File: config.mk
export PLATFORM = sky130hd
export DESIGN_NAME = cmt_timer
export DESIGN_NICKNAME = d
export VERILOG_FILES = /design/src/inc/cmt_pkg.sv /design/src/verilog/cmt_divider.sv /design/src/verilog/cmt_counter.sv /design/src/verilog/cmt_timer.sv
export VERILOG_INCLUDE_DIRS = /design/src /design/src/inc
export SDC_FILE = /design/constraint.sdc
export NUM_CORES = 1
export LEC_CHECK = 0
export BUFFER_PORTS_ARGS = -buffer_cell sky130_fd_sc_hd__buf_2
export CELL_PAD_IN_SITES_DETAIL_PLACEMENT = 2
export CELL_PAD_IN_SITES_GLOBAL_PLACEMENT = 2
export CORE_UTILIZATION = 33
export DETAILED_ROUTE_END_ITERATION = 6
export PLACE_DENSITY_LB_ADDON = 0.1
export SLEW_MARGIN = 20
export SYNTH_ARGS = -nofsm -noshare
export SYNTH_HDL_FRONTEND = slang
export SYNTH_SLANG_ARGS = --single-unit
File: constraint.sdc
create_clock -name CLOCK -period 2.5 [get_ports CLOCK]
set_input_delay 0.25 -clock CLOCK [delete_from_list [all_inputs] [get_ports CLOCK]]
set_output_delay 0.25 -clock CLOCK [all_outputs]
set_load 0.005 [all_outputs]
File: src/inc/cmt_consts.svh
// Register offsets, field positions, reset values and counts of the timer
`ifndef CMT_CONSTS_SVH
`define CMT_CONSTS_SVH

`define CMT_ADDR_CLKCTL 16'h5065
`define CMT_ADDR_CTL 16'h50C0
`define CMT_ADDR_CNT 16'h50C1
`define CMT_ADDR_CMP 16'h50C2
`define CMT_ADDR_MSK 16'h50C3
`define CMT_ADDR_FLG 16'h50C4

`define CMT_CLK_GATE_BIT 0
`define CMT_CLK_DIV_LSB 1
`define CMT_CLK_DIV_MSB 3
`define CMT_CTL_RUN_BIT 0
`define CMT_CTL_MODE_BIT 1
`define CMT_CTL_CLEAR_BIT 4
`define CMT_MSK_IE_BIT 0
`define CMT_FLG_MATCH_BIT 0

`define CMT_CMP_RESET 8'h00
`define CMT_CNT_RESET 8'h00
`define CMT_DIV_RESET 3'h0
`define CMT_GATE_RESET 1'h0
`define CMT_MODE_RESET 1'h0
`define CMT_IE_RESET 1'h0
`define CMT_FLG_RESET 1'h0
`define CMT_READ_IDLE 8'h00

`define CMT_PHASE_RESET 5'h00
`define CMT_PHASE_STEP 5'h01
`define CMT_COUNT_STEP 8'h01

`endif

File: src/inc/cmt_pkg.sv
// Types shared by the compare match timer files
package cmt_pkg;

	typedef enum logic [2:0] {
		REG_NONE,
		REG_CLKCTL,
		REG_CTL,
		REG_CNT,
		REG_CMP,
		REG_MSK,
		REG_FLG
	} cmt_reg_t;

	typedef enum logic {
		RUN_STOPPED,
		RUN_COUNTING
	} cmt_run_t;

	typedef enum logic [2:0] {
		DIV_1,
		DIV_2,
		DIV_4,
		DIV_8,
		DIV_16,
		DIV_32,
		DIV_RSV6,
		DIV_RSV7
	} cmt_div_t;

endpackage

File: src/verilog/cmt_divider.sv
// Gated prescaler giving one-cycle count enables at 1/1 to 1/32
`timescale 1ns/1ps
`default_nettype none
`include "cmt_consts.svh"

module cmt_divider (
	input wire logic clk,
	input wire logic rst,
	input wire logic gate,
	input wire cmt_pkg::cmt_div_t select,
	output logic tick
);

	logic [4:0] phase;

	// Reserved codes deliver no clock at all
	function automatic logic div_hit(input cmt_pkg::cmt_div_t sel,
		input logic [4:0] ph);
		case (sel)
			cmt_pkg::DIV_1: div_hit = 1'b1;
			cmt_pkg::DIV_2: div_hit = &ph[0:0];
			cmt_pkg::DIV_4: div_hit = &ph[1:0];
			cmt_pkg::DIV_8: div_hit = &ph[2:0];
			cmt_pkg::DIV_16: div_hit = &ph[3:0];
			cmt_pkg::DIV_32: div_hit = &ph[4:0];
			default: div_hit = 1'b0;
		endcase
	endfunction

	// Prescaler holds while the gate is shut, saving toggling
	always_ff @(posedge clk) begin
		if (rst) begin
			phase <= `CMT_PHASE_RESET;
		end else if (gate) begin
			phase <= phase + `CMT_PHASE_STEP;
		end
	end

	assign tick = gate && div_hit(select, phase);

endmodule
`default_nettype wire

File: src/verilog/cmt_counter.sv
// Eight-bit up-counter with compare, match and clear
`timescale 1ns/1ps
`default_nettype none
`include "cmt_consts.svh"

module cmt_counter (
	input wire logic clk,
	input wire logic rst,
	input wire logic tick,
	input wire logic clear,
	input wire logic [7:0] compare,
	output logic [7:0] count,
	output logic match
);

	// A clear in the same cycle swallows the tick and its match
	assign match = tick && !clear && (count == compare);

	always_ff @(posedge clk) begin
		if (rst) begin
			count <= `CMT_CNT_RESET;
		end else if (clear) begin
			count <= `CMT_CNT_RESET;
		end else if (match) begin
			count <= `CMT_CNT_RESET;
		end else if (tick) begin
			count <= count + `CMT_COUNT_STEP;
		end
	end

endmodule
`default_nettype wire

File: src/verilog/cmt_timer.sv
// Top of the compare match timer: registers, run control, flag, request
//
// Decided for this implementation: the plain strobed port.
`timescale 1ns/1ps
`default_nettype none
`include "cmt_consts.svh"

module cmt_timer (
	input wire logic CLOCK,
	input wire logic RST,
	input wire logic [15:0] ADDR,
	input wire logic [7:0] WDATA,
	input wire logic WR,
	input wire logic RD,
	output logic [7:0] RDATA,
	output logic IRQ,
	output logic MATCH,
	output logic RUNNING,
	output logic DONE
);

////////////////////////////////////////////////////////////////////////////////

	cmt_pkg::cmt_reg_t wr_sel;
	cmt_pkg::cmt_reg_t rd_sel;
	cmt_pkg::cmt_run_t run_state;
	cmt_pkg::cmt_run_t next_run_state;
	cmt_pkg::cmt_div_t div_sel;
	logic clk_gate;
	logic mode_one_shot;
	logic [7:0] compare;
	logic irq_enable;
	logic match_flag;
	logic next_match_flag;
	logic [7:0] count;
	logic match;
	logic div_tick;
	logic count_tick;
	logic wr_clkctl;
	logic wr_ctl;
	logic wr_cmp;
	logic wr_msk;
	logic wr_flg;
	logic counter_clear;
	logic flag_clear;
	logic one_shot_stop;
	logic [7:0] read_word;

////////////////////////////////////////////////////////////////////////////////

	// Address decode shared by the write and read paths
	function automatic cmt_pkg::cmt_reg_t reg_of(input logic [15:0] a);
		case (a)
			`CMT_ADDR_CLKCTL: reg_of = cmt_pkg::REG_CLKCTL;
			`CMT_ADDR_CTL: reg_of = cmt_pkg::REG_CTL;
			`CMT_ADDR_CNT: reg_of = cmt_pkg::REG_CNT;
			`CMT_ADDR_CMP: reg_of = cmt_pkg::REG_CMP;
			`CMT_ADDR_MSK: reg_of = cmt_pkg::REG_MSK;
			`CMT_ADDR_FLG: reg_of = cmt_pkg::REG_FLG;
			default: reg_of = cmt_pkg::REG_NONE;
		endcase
	endfunction

	assign wr_sel = WR ? reg_of(ADDR) : cmt_pkg::REG_NONE;
	assign rd_sel = RD ? reg_of(ADDR) : cmt_pkg::REG_NONE;

	assign wr_clkctl = (wr_sel == cmt_pkg::REG_CLKCTL);
	assign wr_ctl = (wr_sel == cmt_pkg::REG_CTL);
	assign wr_cmp = (wr_sel == cmt_pkg::REG_CMP);
	assign wr_msk = (wr_sel == cmt_pkg::REG_MSK);
	assign wr_flg = (wr_sel == cmt_pkg::REG_FLG);

	// Clear is a write-only strobe, never stored
	assign counter_clear = wr_ctl && WDATA[`CMT_CTL_CLEAR_BIT];
	assign flag_clear = wr_flg && WDATA[`CMT_FLG_MATCH_BIT];

////////////////////////////////////////////////////////////////////////////////

	// Clock control: gate and divider select
	always_ff @(posedge CLOCK) begin
		if (RST) begin
			clk_gate <= `CMT_GATE_RESET;
		end else if (wr_clkctl) begin
			clk_gate <= WDATA[`CMT_CLK_GATE_BIT];
		end
	end

	// Divider select is loaded on any clock control write, running or stopped; no glitch guard here
	always_ff @(posedge CLOCK) begin
		if (RST) begin
			div_sel <= cmt_pkg::cmt_div_t'(`CMT_DIV_RESET);
		end else if (wr_clkctl) begin
			div_sel <= cmt_pkg::cmt_div_t'(
				WDATA[`CMT_CLK_DIV_MSB:`CMT_CLK_DIV_LSB]);
		end
	end

////////////////////////////////////////////////////////////////////////////////

	// Count mode
	always_ff @(posedge CLOCK) begin
		if (RST) begin
			mode_one_shot <= `CMT_MODE_RESET;
		end else if (wr_ctl) begin
			mode_one_shot <= WDATA[`CMT_CTL_MODE_BIT];
		end
	end

	assign one_shot_stop = match && mode_one_shot;

	// A software write in the same cycle as a one-shot stop wins
	always_comb begin
		next_run_state = run_state;
		unique case (run_state)
			cmt_pkg::RUN_STOPPED: begin
				if (wr_ctl && WDATA[`CMT_CTL_RUN_BIT]) begin
					next_run_state = cmt_pkg::RUN_COUNTING;
				end
			end
			cmt_pkg::RUN_COUNTING: begin
				if (wr_ctl) begin
					next_run_state = WDATA[`CMT_CTL_RUN_BIT] ?
						cmt_pkg::RUN_COUNTING : cmt_pkg::RUN_STOPPED;
				end else if (one_shot_stop) begin
					next_run_state = cmt_pkg::RUN_STOPPED;
				end
			end
		endcase
	end

	always_ff @(posedge CLOCK) begin
		if (RST) begin
			run_state <= cmt_pkg::RUN_STOPPED;
		end else begin
			run_state <= next_run_state;
		end
	end

	// Stopped timer sees no tick, so only a clear moves the count
	assign count_tick = (run_state == cmt_pkg::RUN_COUNTING) && div_tick;

////////////////////////////////////////////////////////////////////////////////

	always_ff @(posedge CLOCK) begin
		if (RST) begin
			compare <= `CMT_CMP_RESET;
		end else if (wr_cmp) begin
			compare <= WDATA;
		end
	end

	always_ff @(posedge CLOCK) begin
		if (RST) begin
			irq_enable <= `CMT_IE_RESET;
		end else if (wr_msk) begin
			irq_enable <= WDATA[`CMT_MSK_IE_BIT];
		end
	end

////////////////////////////////////////////////////////////////////////////////

	// An enabled match in the clearing cycle still sets the flag
	always_comb begin
		next_match_flag = match_flag;
		if (flag_clear) begin
			next_match_flag = 1'b0;
		end
		if (match && irq_enable) begin
			next_match_flag = 1'b1;
		end
	end

	always_ff @(posedge CLOCK) begin
		if (RST) begin
			match_flag <= `CMT_FLG_RESET;
		end else begin
			match_flag <= next_match_flag;
		end
	end

	// Level request mirrors the flag in the same cycle
	always_ff @(posedge CLOCK) begin
		if (RST) begin
			IRQ <= 1'b0;
		end else begin
			IRQ <= next_match_flag;
		end
	end

	// Raw event, seen whether or not the request is enabled
	always_ff @(posedge CLOCK) begin
		if (RST) begin
			MATCH <= 1'b0;
		end else begin
			MATCH <= match;
		end
	end

	always_ff @(posedge CLOCK) begin
		if (RST) begin
			RUNNING <= 1'b0;
		end else begin
			RUNNING <= (next_run_state == cmt_pkg::RUN_COUNTING);
		end
	end

	// Marks the automatic stop at the end of a one-shot wait
	always_ff @(posedge CLOCK) begin
		if (RST) begin
			DONE <= 1'b0;
		end else begin
			DONE <= one_shot_stop && !wr_ctl;
		end
	end

////////////////////////////////////////////////////////////////////////////////

	// Reserved bits and the clear strobe read as zero
	always_comb begin
		read_word = `CMT_READ_IDLE;
		case (rd_sel)
			cmt_pkg::REG_CLKCTL: begin
				read_word[`CMT_CLK_GATE_BIT] = clk_gate;
				read_word[`CMT_CLK_DIV_MSB:`CMT_CLK_DIV_LSB] = div_sel;
			end
			cmt_pkg::REG_CTL: begin
				read_word[`CMT_CTL_RUN_BIT] =
					(run_state == cmt_pkg::RUN_COUNTING);
				read_word[`CMT_CTL_MODE_BIT] = mode_one_shot;
			end
			cmt_pkg::REG_CNT: begin
				read_word = count;
			end
			cmt_pkg::REG_CMP: begin
				read_word = compare;
			end
			cmt_pkg::REG_MSK: begin
				read_word[`CMT_MSK_IE_BIT] = irq_enable;
			end
			cmt_pkg::REG_FLG: begin
				read_word[`CMT_FLG_MATCH_BIT] = match_flag;
			end
			default: begin
				read_word = `CMT_READ_IDLE;
			end
		endcase
	end

	// Data valid only in the cycle after the read strobe
	always_ff @(posedge CLOCK) begin
		if (RST) begin
			RDATA <= `CMT_READ_IDLE;
		end else begin
			RDATA <= read_word;
		end
	end

////////////////////////////////////////////////////////////////////////////////

	cmt_divider u_divider (
		.clk(CLOCK),
		.rst(RST),
		.gate(clk_gate),
		.select(div_sel),
		.tick(div_tick)
	);

	// Counter register has no write path, so writes to it vanish
	cmt_counter u_counter (
		.clk(CLOCK),
		.rst(RST),
		.tick(count_tick),
		.clear(counter_clear),
		.compare(compare),
		.count(count),
		.match(match)
	);

endmodule
`default_nettype wire

; ---- After elaboration in Yosys (flattened, before gate mapping)
; Index checks and enable logic that the tools add are counted.
; W data, S select, Z words.
[classes]
add_sub_neg = 2
mul = 0
div = 0
n_lt_le_gt_ge = 0
eq_ne = 23
shifts = 0
n_mux = 15
bitwise = 1
reduce_logical = 19
[op_table]
columns = cell, n
row1 = $eq A16 B15 Y1 const B, 6
row2 = $eq A3 B3 Y1 const B, 8
row3 = $pmux W3 S6, 1
row4 = $eq A3 B2 Y1 const B, 5
row5 = $pmux W1 S6, 2
row6 = $logic_and A1 B1 Y1, 10
row7 = $eq A3 B1 Y1 const B, 3
row8 = $add A8 B1 Y8 const B, 1
row9 = $eq A8 B8 Y1, 1
row10 = $pmux W4 S2, 1
row11 = $mux W1, 6
row12 = $mux W3, 2
row13 = $pmux W2 S3, 1
row14 = $add A5 B1 Y5 const B, 1
row15 = $reduce_and A5 Y1, 1
row16 = $pmux W1 S4, 1
row17 = $reduce_and A4 Y1, 1
row18 = $logic_not A3 Y1, 1
row19 = $reduce_and A3 Y1, 1
row20 = $reduce_or A3 Y1, 1
row21 = $logic_not A1 Y1, 2
row22 = $pmux W1 S2, 1
row23 = $reduce_and A2 Y1, 1
row24 = $reduce_bool A2 Y1, 1
row25 = $not A1 Y1, 1
[word_totals]
ff_bits = 39
latch_bits = 0
mem_bits_rw = 0
mem_bits_ro = 0
in_bits = 28
n_memories = 0

; ---- Logic depth before layout (Yosys ltp)
[logic_depth]
ltp_word = 12
mapped_depth = 9
mapped_depth_nobuf = 9

; ---- Hierarchy
; From an unflattened synthesis, not the netlist that was laid out.
[unflattened]
cells_unflattened = 220
hier_area_um2 = 2058.2
[by_module_without_submodules]
columns = module, n_inst, cells_each, area_each_um2, seq_area_each_um2
row1 = cmt_timer, 1, 140, 1311.3, 520.5
row2 = cmt_counter, 1, 49, 455.4, 160.2
row3 = cmt_divider, 1, 31, 291.5, 100.1

; ---- Worst setup path before layout
; No wires, ideal clock.
[synth_timing]
path_type = register to register
from = register u_divider.phase[0]
to = register u_counter.count[0]
setup_ns = 0.121
arrival_ns = 2.040
t_required_ns = 2.379
slack_ns = 0.339
stages_incl_launch_ff = 10
path_buffers = 0
path_cell_list = dfxtp_1 ha_1 and3_1 ha_1 nand2_1 o211ai_1 o2111ai_1 or3_1 nand2_1 nor2_1
[synth_via]
elab_chain_cells = 7
word_cells_on_any_way = 10
[synth_rtl]
columns = element, line_no
row1 = "start, declared", cmt_divider.sv:14  ; logic [4:0] phase;
row2 = "start signal, assigned", cmt_divider.sv:33  ; phase <= `CMT_PHASE_RESET;
row3 = "start signal, assigned", cmt_divider.sv:35  ; phase <= phase + `CMT_PHASE_STEP;
row4 = "$reduce_and A5 Y1, or another cell as far along", cmt_divider.sv:25  ; cmt_pkg::DIV_32: div_hit = &ph[4:0];
row5 = $pmux W1 S6 *, cmt_divider.sv:19  ; case (sel)
row6 = $logic_and A1 B1 Y1 *, cmt_divider.sv:39  ; assign tick = gate && div_hit(select, phase);
row7 = $logic_and A1 B1 Y1 *, cmt_timer.sv:140  ; assign count_tick = (run_state == cmt_pkg::RUN_COUNTING) && div_tick;
row8 = $logic_and A1 B1 Y1 (2 in series), cmt_counter.sv:17  ; assign match = tick && !clear && (count == compare);
row9 = $reduce_or A3 Y1 (no line), -
row10 = "end signal, assigned", cmt_counter.sv:21  ; count <= `CMT_CNT_RESET;
row11 = "end signal, assigned", cmt_counter.sv:23  ; count <= `CMT_CNT_RESET;
row12 = "end signal, assigned", cmt_counter.sv:25  ; count <= `CMT_CNT_RESET;
row13 = "end, declared", cmt_counter.sv:12  ; output logic [7:0] count,
; Every way passes the cells marked *; elsewhere a longest branch is shown, timed or not.
; A chain may end at the register's enable or synchronous reset.

; ---- Worst setup path after layout
[layout_timing]
from = register u_divider.phase[0]
to = register u_counter.count[7]
; The elaborated chain is that of the path after synthesis.

==> qor.yml <==
status: "complete, no violations"
max_freq_ghz: 0.438
reg2reg_to: "u_counter.count[7]"
place_congestion: 0.759
drv_slew: 0
stdcell_area_um2: 2350
worstPathRequired_ns: 2.68
sw_frac_of_total_pct: 22.8
hold_class: "input pin to register"
clock_skew_ns: 0.0101
p_int_uw: 839
grt_overflow_total: 0
crit_fanout: 8
clk_pin_slew_ns: 0.08
setup_viol: 0
comb_power_share_pct: 5.1
wire_per_inst_um: 17.1
grt_pass1_vias: 1910
hpwl_um: 4380
max_cap_viol_count: 0
via_per_inst: 5.29
area_growth_pct: 17.7
drt_iter0_markers: 37
critPathKind: "register to register"
detail-route-antenna-nets: 0
synthTopCellsByCount: "40 x nor2_1, 39 x dfxtp_1, 18 x mux2i_1"
hold_viol: 0
power.switching_uw: 248
die_w_um: 79.7
numCtsBuffers: 5
drc: 0
hold_buffers: 0
tns_ns: 0
power_uw: 1090
via_count: 1767
insertion_delay_ns: 0.29
rr_startpoint: "u_divider.phase[0]"
grt_pass1_wl_um: 9480
critPathArrivalTime_ns: 2.46
core_um2: 5680
grt_max_degree: 33
antenna_found_initial: 0
pwr-share-seq_pct: 57.1
post-synth-top-count-cell: "nor2_1"
postCtsSetupBuffers: 0
diodes: 0
cp-start-kind: "register"
cts_tree: "done"
rsz0062_at_grt: "false"
num_rows: 27
grt_usage_pct: 19.9
leakage_uw: 0.00100
ir_worst_vdd_mv: 0.323
syn_nets: 253
htreeDepth: 2
yosysSeqAreaShare_pct: 39.2
first_pass_iters: 4
r2r_slack_ns: 0.22
synth.cell_area_um2: 1990
synth_ff_type: "dfxtp_1"
ys_types: 50
p_per_area_nw_per_um2: 463
period_share_pct: 91.3
io_pins: 40
ys_seq_elements: 39
worstMarginPinSlew_ns: 0.616
postPlaceCellArea_um2: 2260
setup_ws_ns: 0.217
cts_resized: 0
dp_slack_ns: 0.103
routed_wl_um: 5700
cp-endpoint: "u_counter.count[7]"
p_clk_share_pct: 37.8
synthCells: 221
start_util_pct: 35.1
ys_top_cells_by_area: "dfxtp_1 39%, mux2i_1 9.0%, nor2_1 7.5%, xnor2_1 7.0%, ha_1 2.5%"
async_flop_share_pct: 0
rr_worst_depth: 9
die_h_um: 79.7
layout.nets: 293
cts.sinks: 39
cts-root-buf: "clkbuf_8"
crit_path_end_kind: "register"
yosys.area.top_type_share_pct: 39.2
period_minus_slack_ns: 2.28
numPortBuffers: 39
avgSynthCellArea_um2: 9.02
synth_area_leader_cell: "dfxtp_1"
holdWs_ns: 0.203
synth_edf_count: 0
cts_buffer_depth: 2
die-area_um2: 6350
ys_warn_count: 0
final_layout_size_suffix_gt1_share_pct: 22.9
crit_path_start: "u_divider.phase[0]"
slew_headroom_pct: 59.0
-- power groups by stage --
stage	Combinational (µW)	Sequential (µW)	Clock [µW]
floorplan	22.0	635	0
global placement	55.0	635	0
detailed placement	56.1	635	0
CTS	56.2	620	427
global route	61.4	621	453
finish	55.6	621	411
-- stage by stage --
step / std cells / utilization [%]
after global placement: 326 / 39.9
after CTS: 334 / 41.3
final: 334 / 41.3
after global routing: 334 / 41.3
after floorplan: 221 / -
after detailed placement: 326 / 39.9
-- flip-flops by register name, indices dropped and copies added (netlist names) --
register	cells
u_counter.count	8
clk_gate	1
RDATA	8
div_sel	3
irq_enable	1
MATCH	1
mode_one_shot	1
DONE	1
u_divider.phase	5
compare	8
IRQ	1
RUNNING	1
-- area by class of cell --
class | instances | area [µm²]
sequential | 39 | 781
fill | 665 | 3330
multi-input combinational | 165 | 1140
clock buffer | 7 | 76.3
tap | 72 | 90.1
timing repair buffer | 44 | 233
inverter | 6 | 22.5
clock inverter | 1 | 5.00
-- kinds of logic after synthesis --
group,count (synthesis),share of synthesized area (%)
mux,20,10.2
buf+inv,17,3.70
simple gates,100,27.8
xor+xnor,18,7.91
compound gates,23,8.73
fa+ha+maj,4,2.51
flops,39,39.2
-- layer usage --
| layer | wire length [µm] | track usage, % | vias up |
|---|---|---|---|
| li1 | - | - | 869 |
| met1 | 2610 | 23.8 | 856 |
| met2 | 2810 | 35.6 | 36 |
| met3 | 221 | 3.89 | 6 |
| met4 | 63 | 5.45 | 0 |
| met5 | 0 | 0 | - |
-- how the worst min path moves through the flow --
stage	startpoint	endpoint	depth (start not counted)	slack (ns)
finish	WDATA[7]	compare[7]	3	0.20
CTS	WDATA[7]	compare[7]	3	0.21
global route	WDATA[5]	compare[5]	3	0.22
global placement	WDATA[5]	compare[5]	3	0.49
detailed placement	irq_enable	IRQ	1	0.50
floorplan	RST	RUNNING	1	0.35
-- critical path, cell delays in order (launching register included) --
cell	delay, ns
dfxtp_1	0.41
ha_1	0.22
and3_1	0.20
ha_1	0.16
nand2_1	0.06
o211ai_1	0.12
o2111ai_1	0.17
or3_1	0.46
nand2_1	0.26
nor2_1	0.10
-- cells in the final DEF, fill, tap and decap left out, types with 3 or more instances in the layout --
master / Yosys / layout
and4_1: 3 / 3
nor3_1: 4 / 4
buf_4: 0 / 5
mux2i_1: 18 / 18
clkbuf_8: 0 / 5
and3_1: 5 / 5
xnor2_1: 16 / 16
nand4_1: 7 / 7
dfxtp_1: 39 / 39
o21ai_0: 3 / 3
nand2_1: 8 / 8
nor2_1: 40 / 40
ha_1: 4 / 4
nor2b_1: 4 / 4
buf_2: 2 / 39
nor4_1: 3 / 3
nand3_1: 7 / 7
inv_1: 6 / 6
a22oi_1: 4 / 4
(Power assumes the default switching activity.)
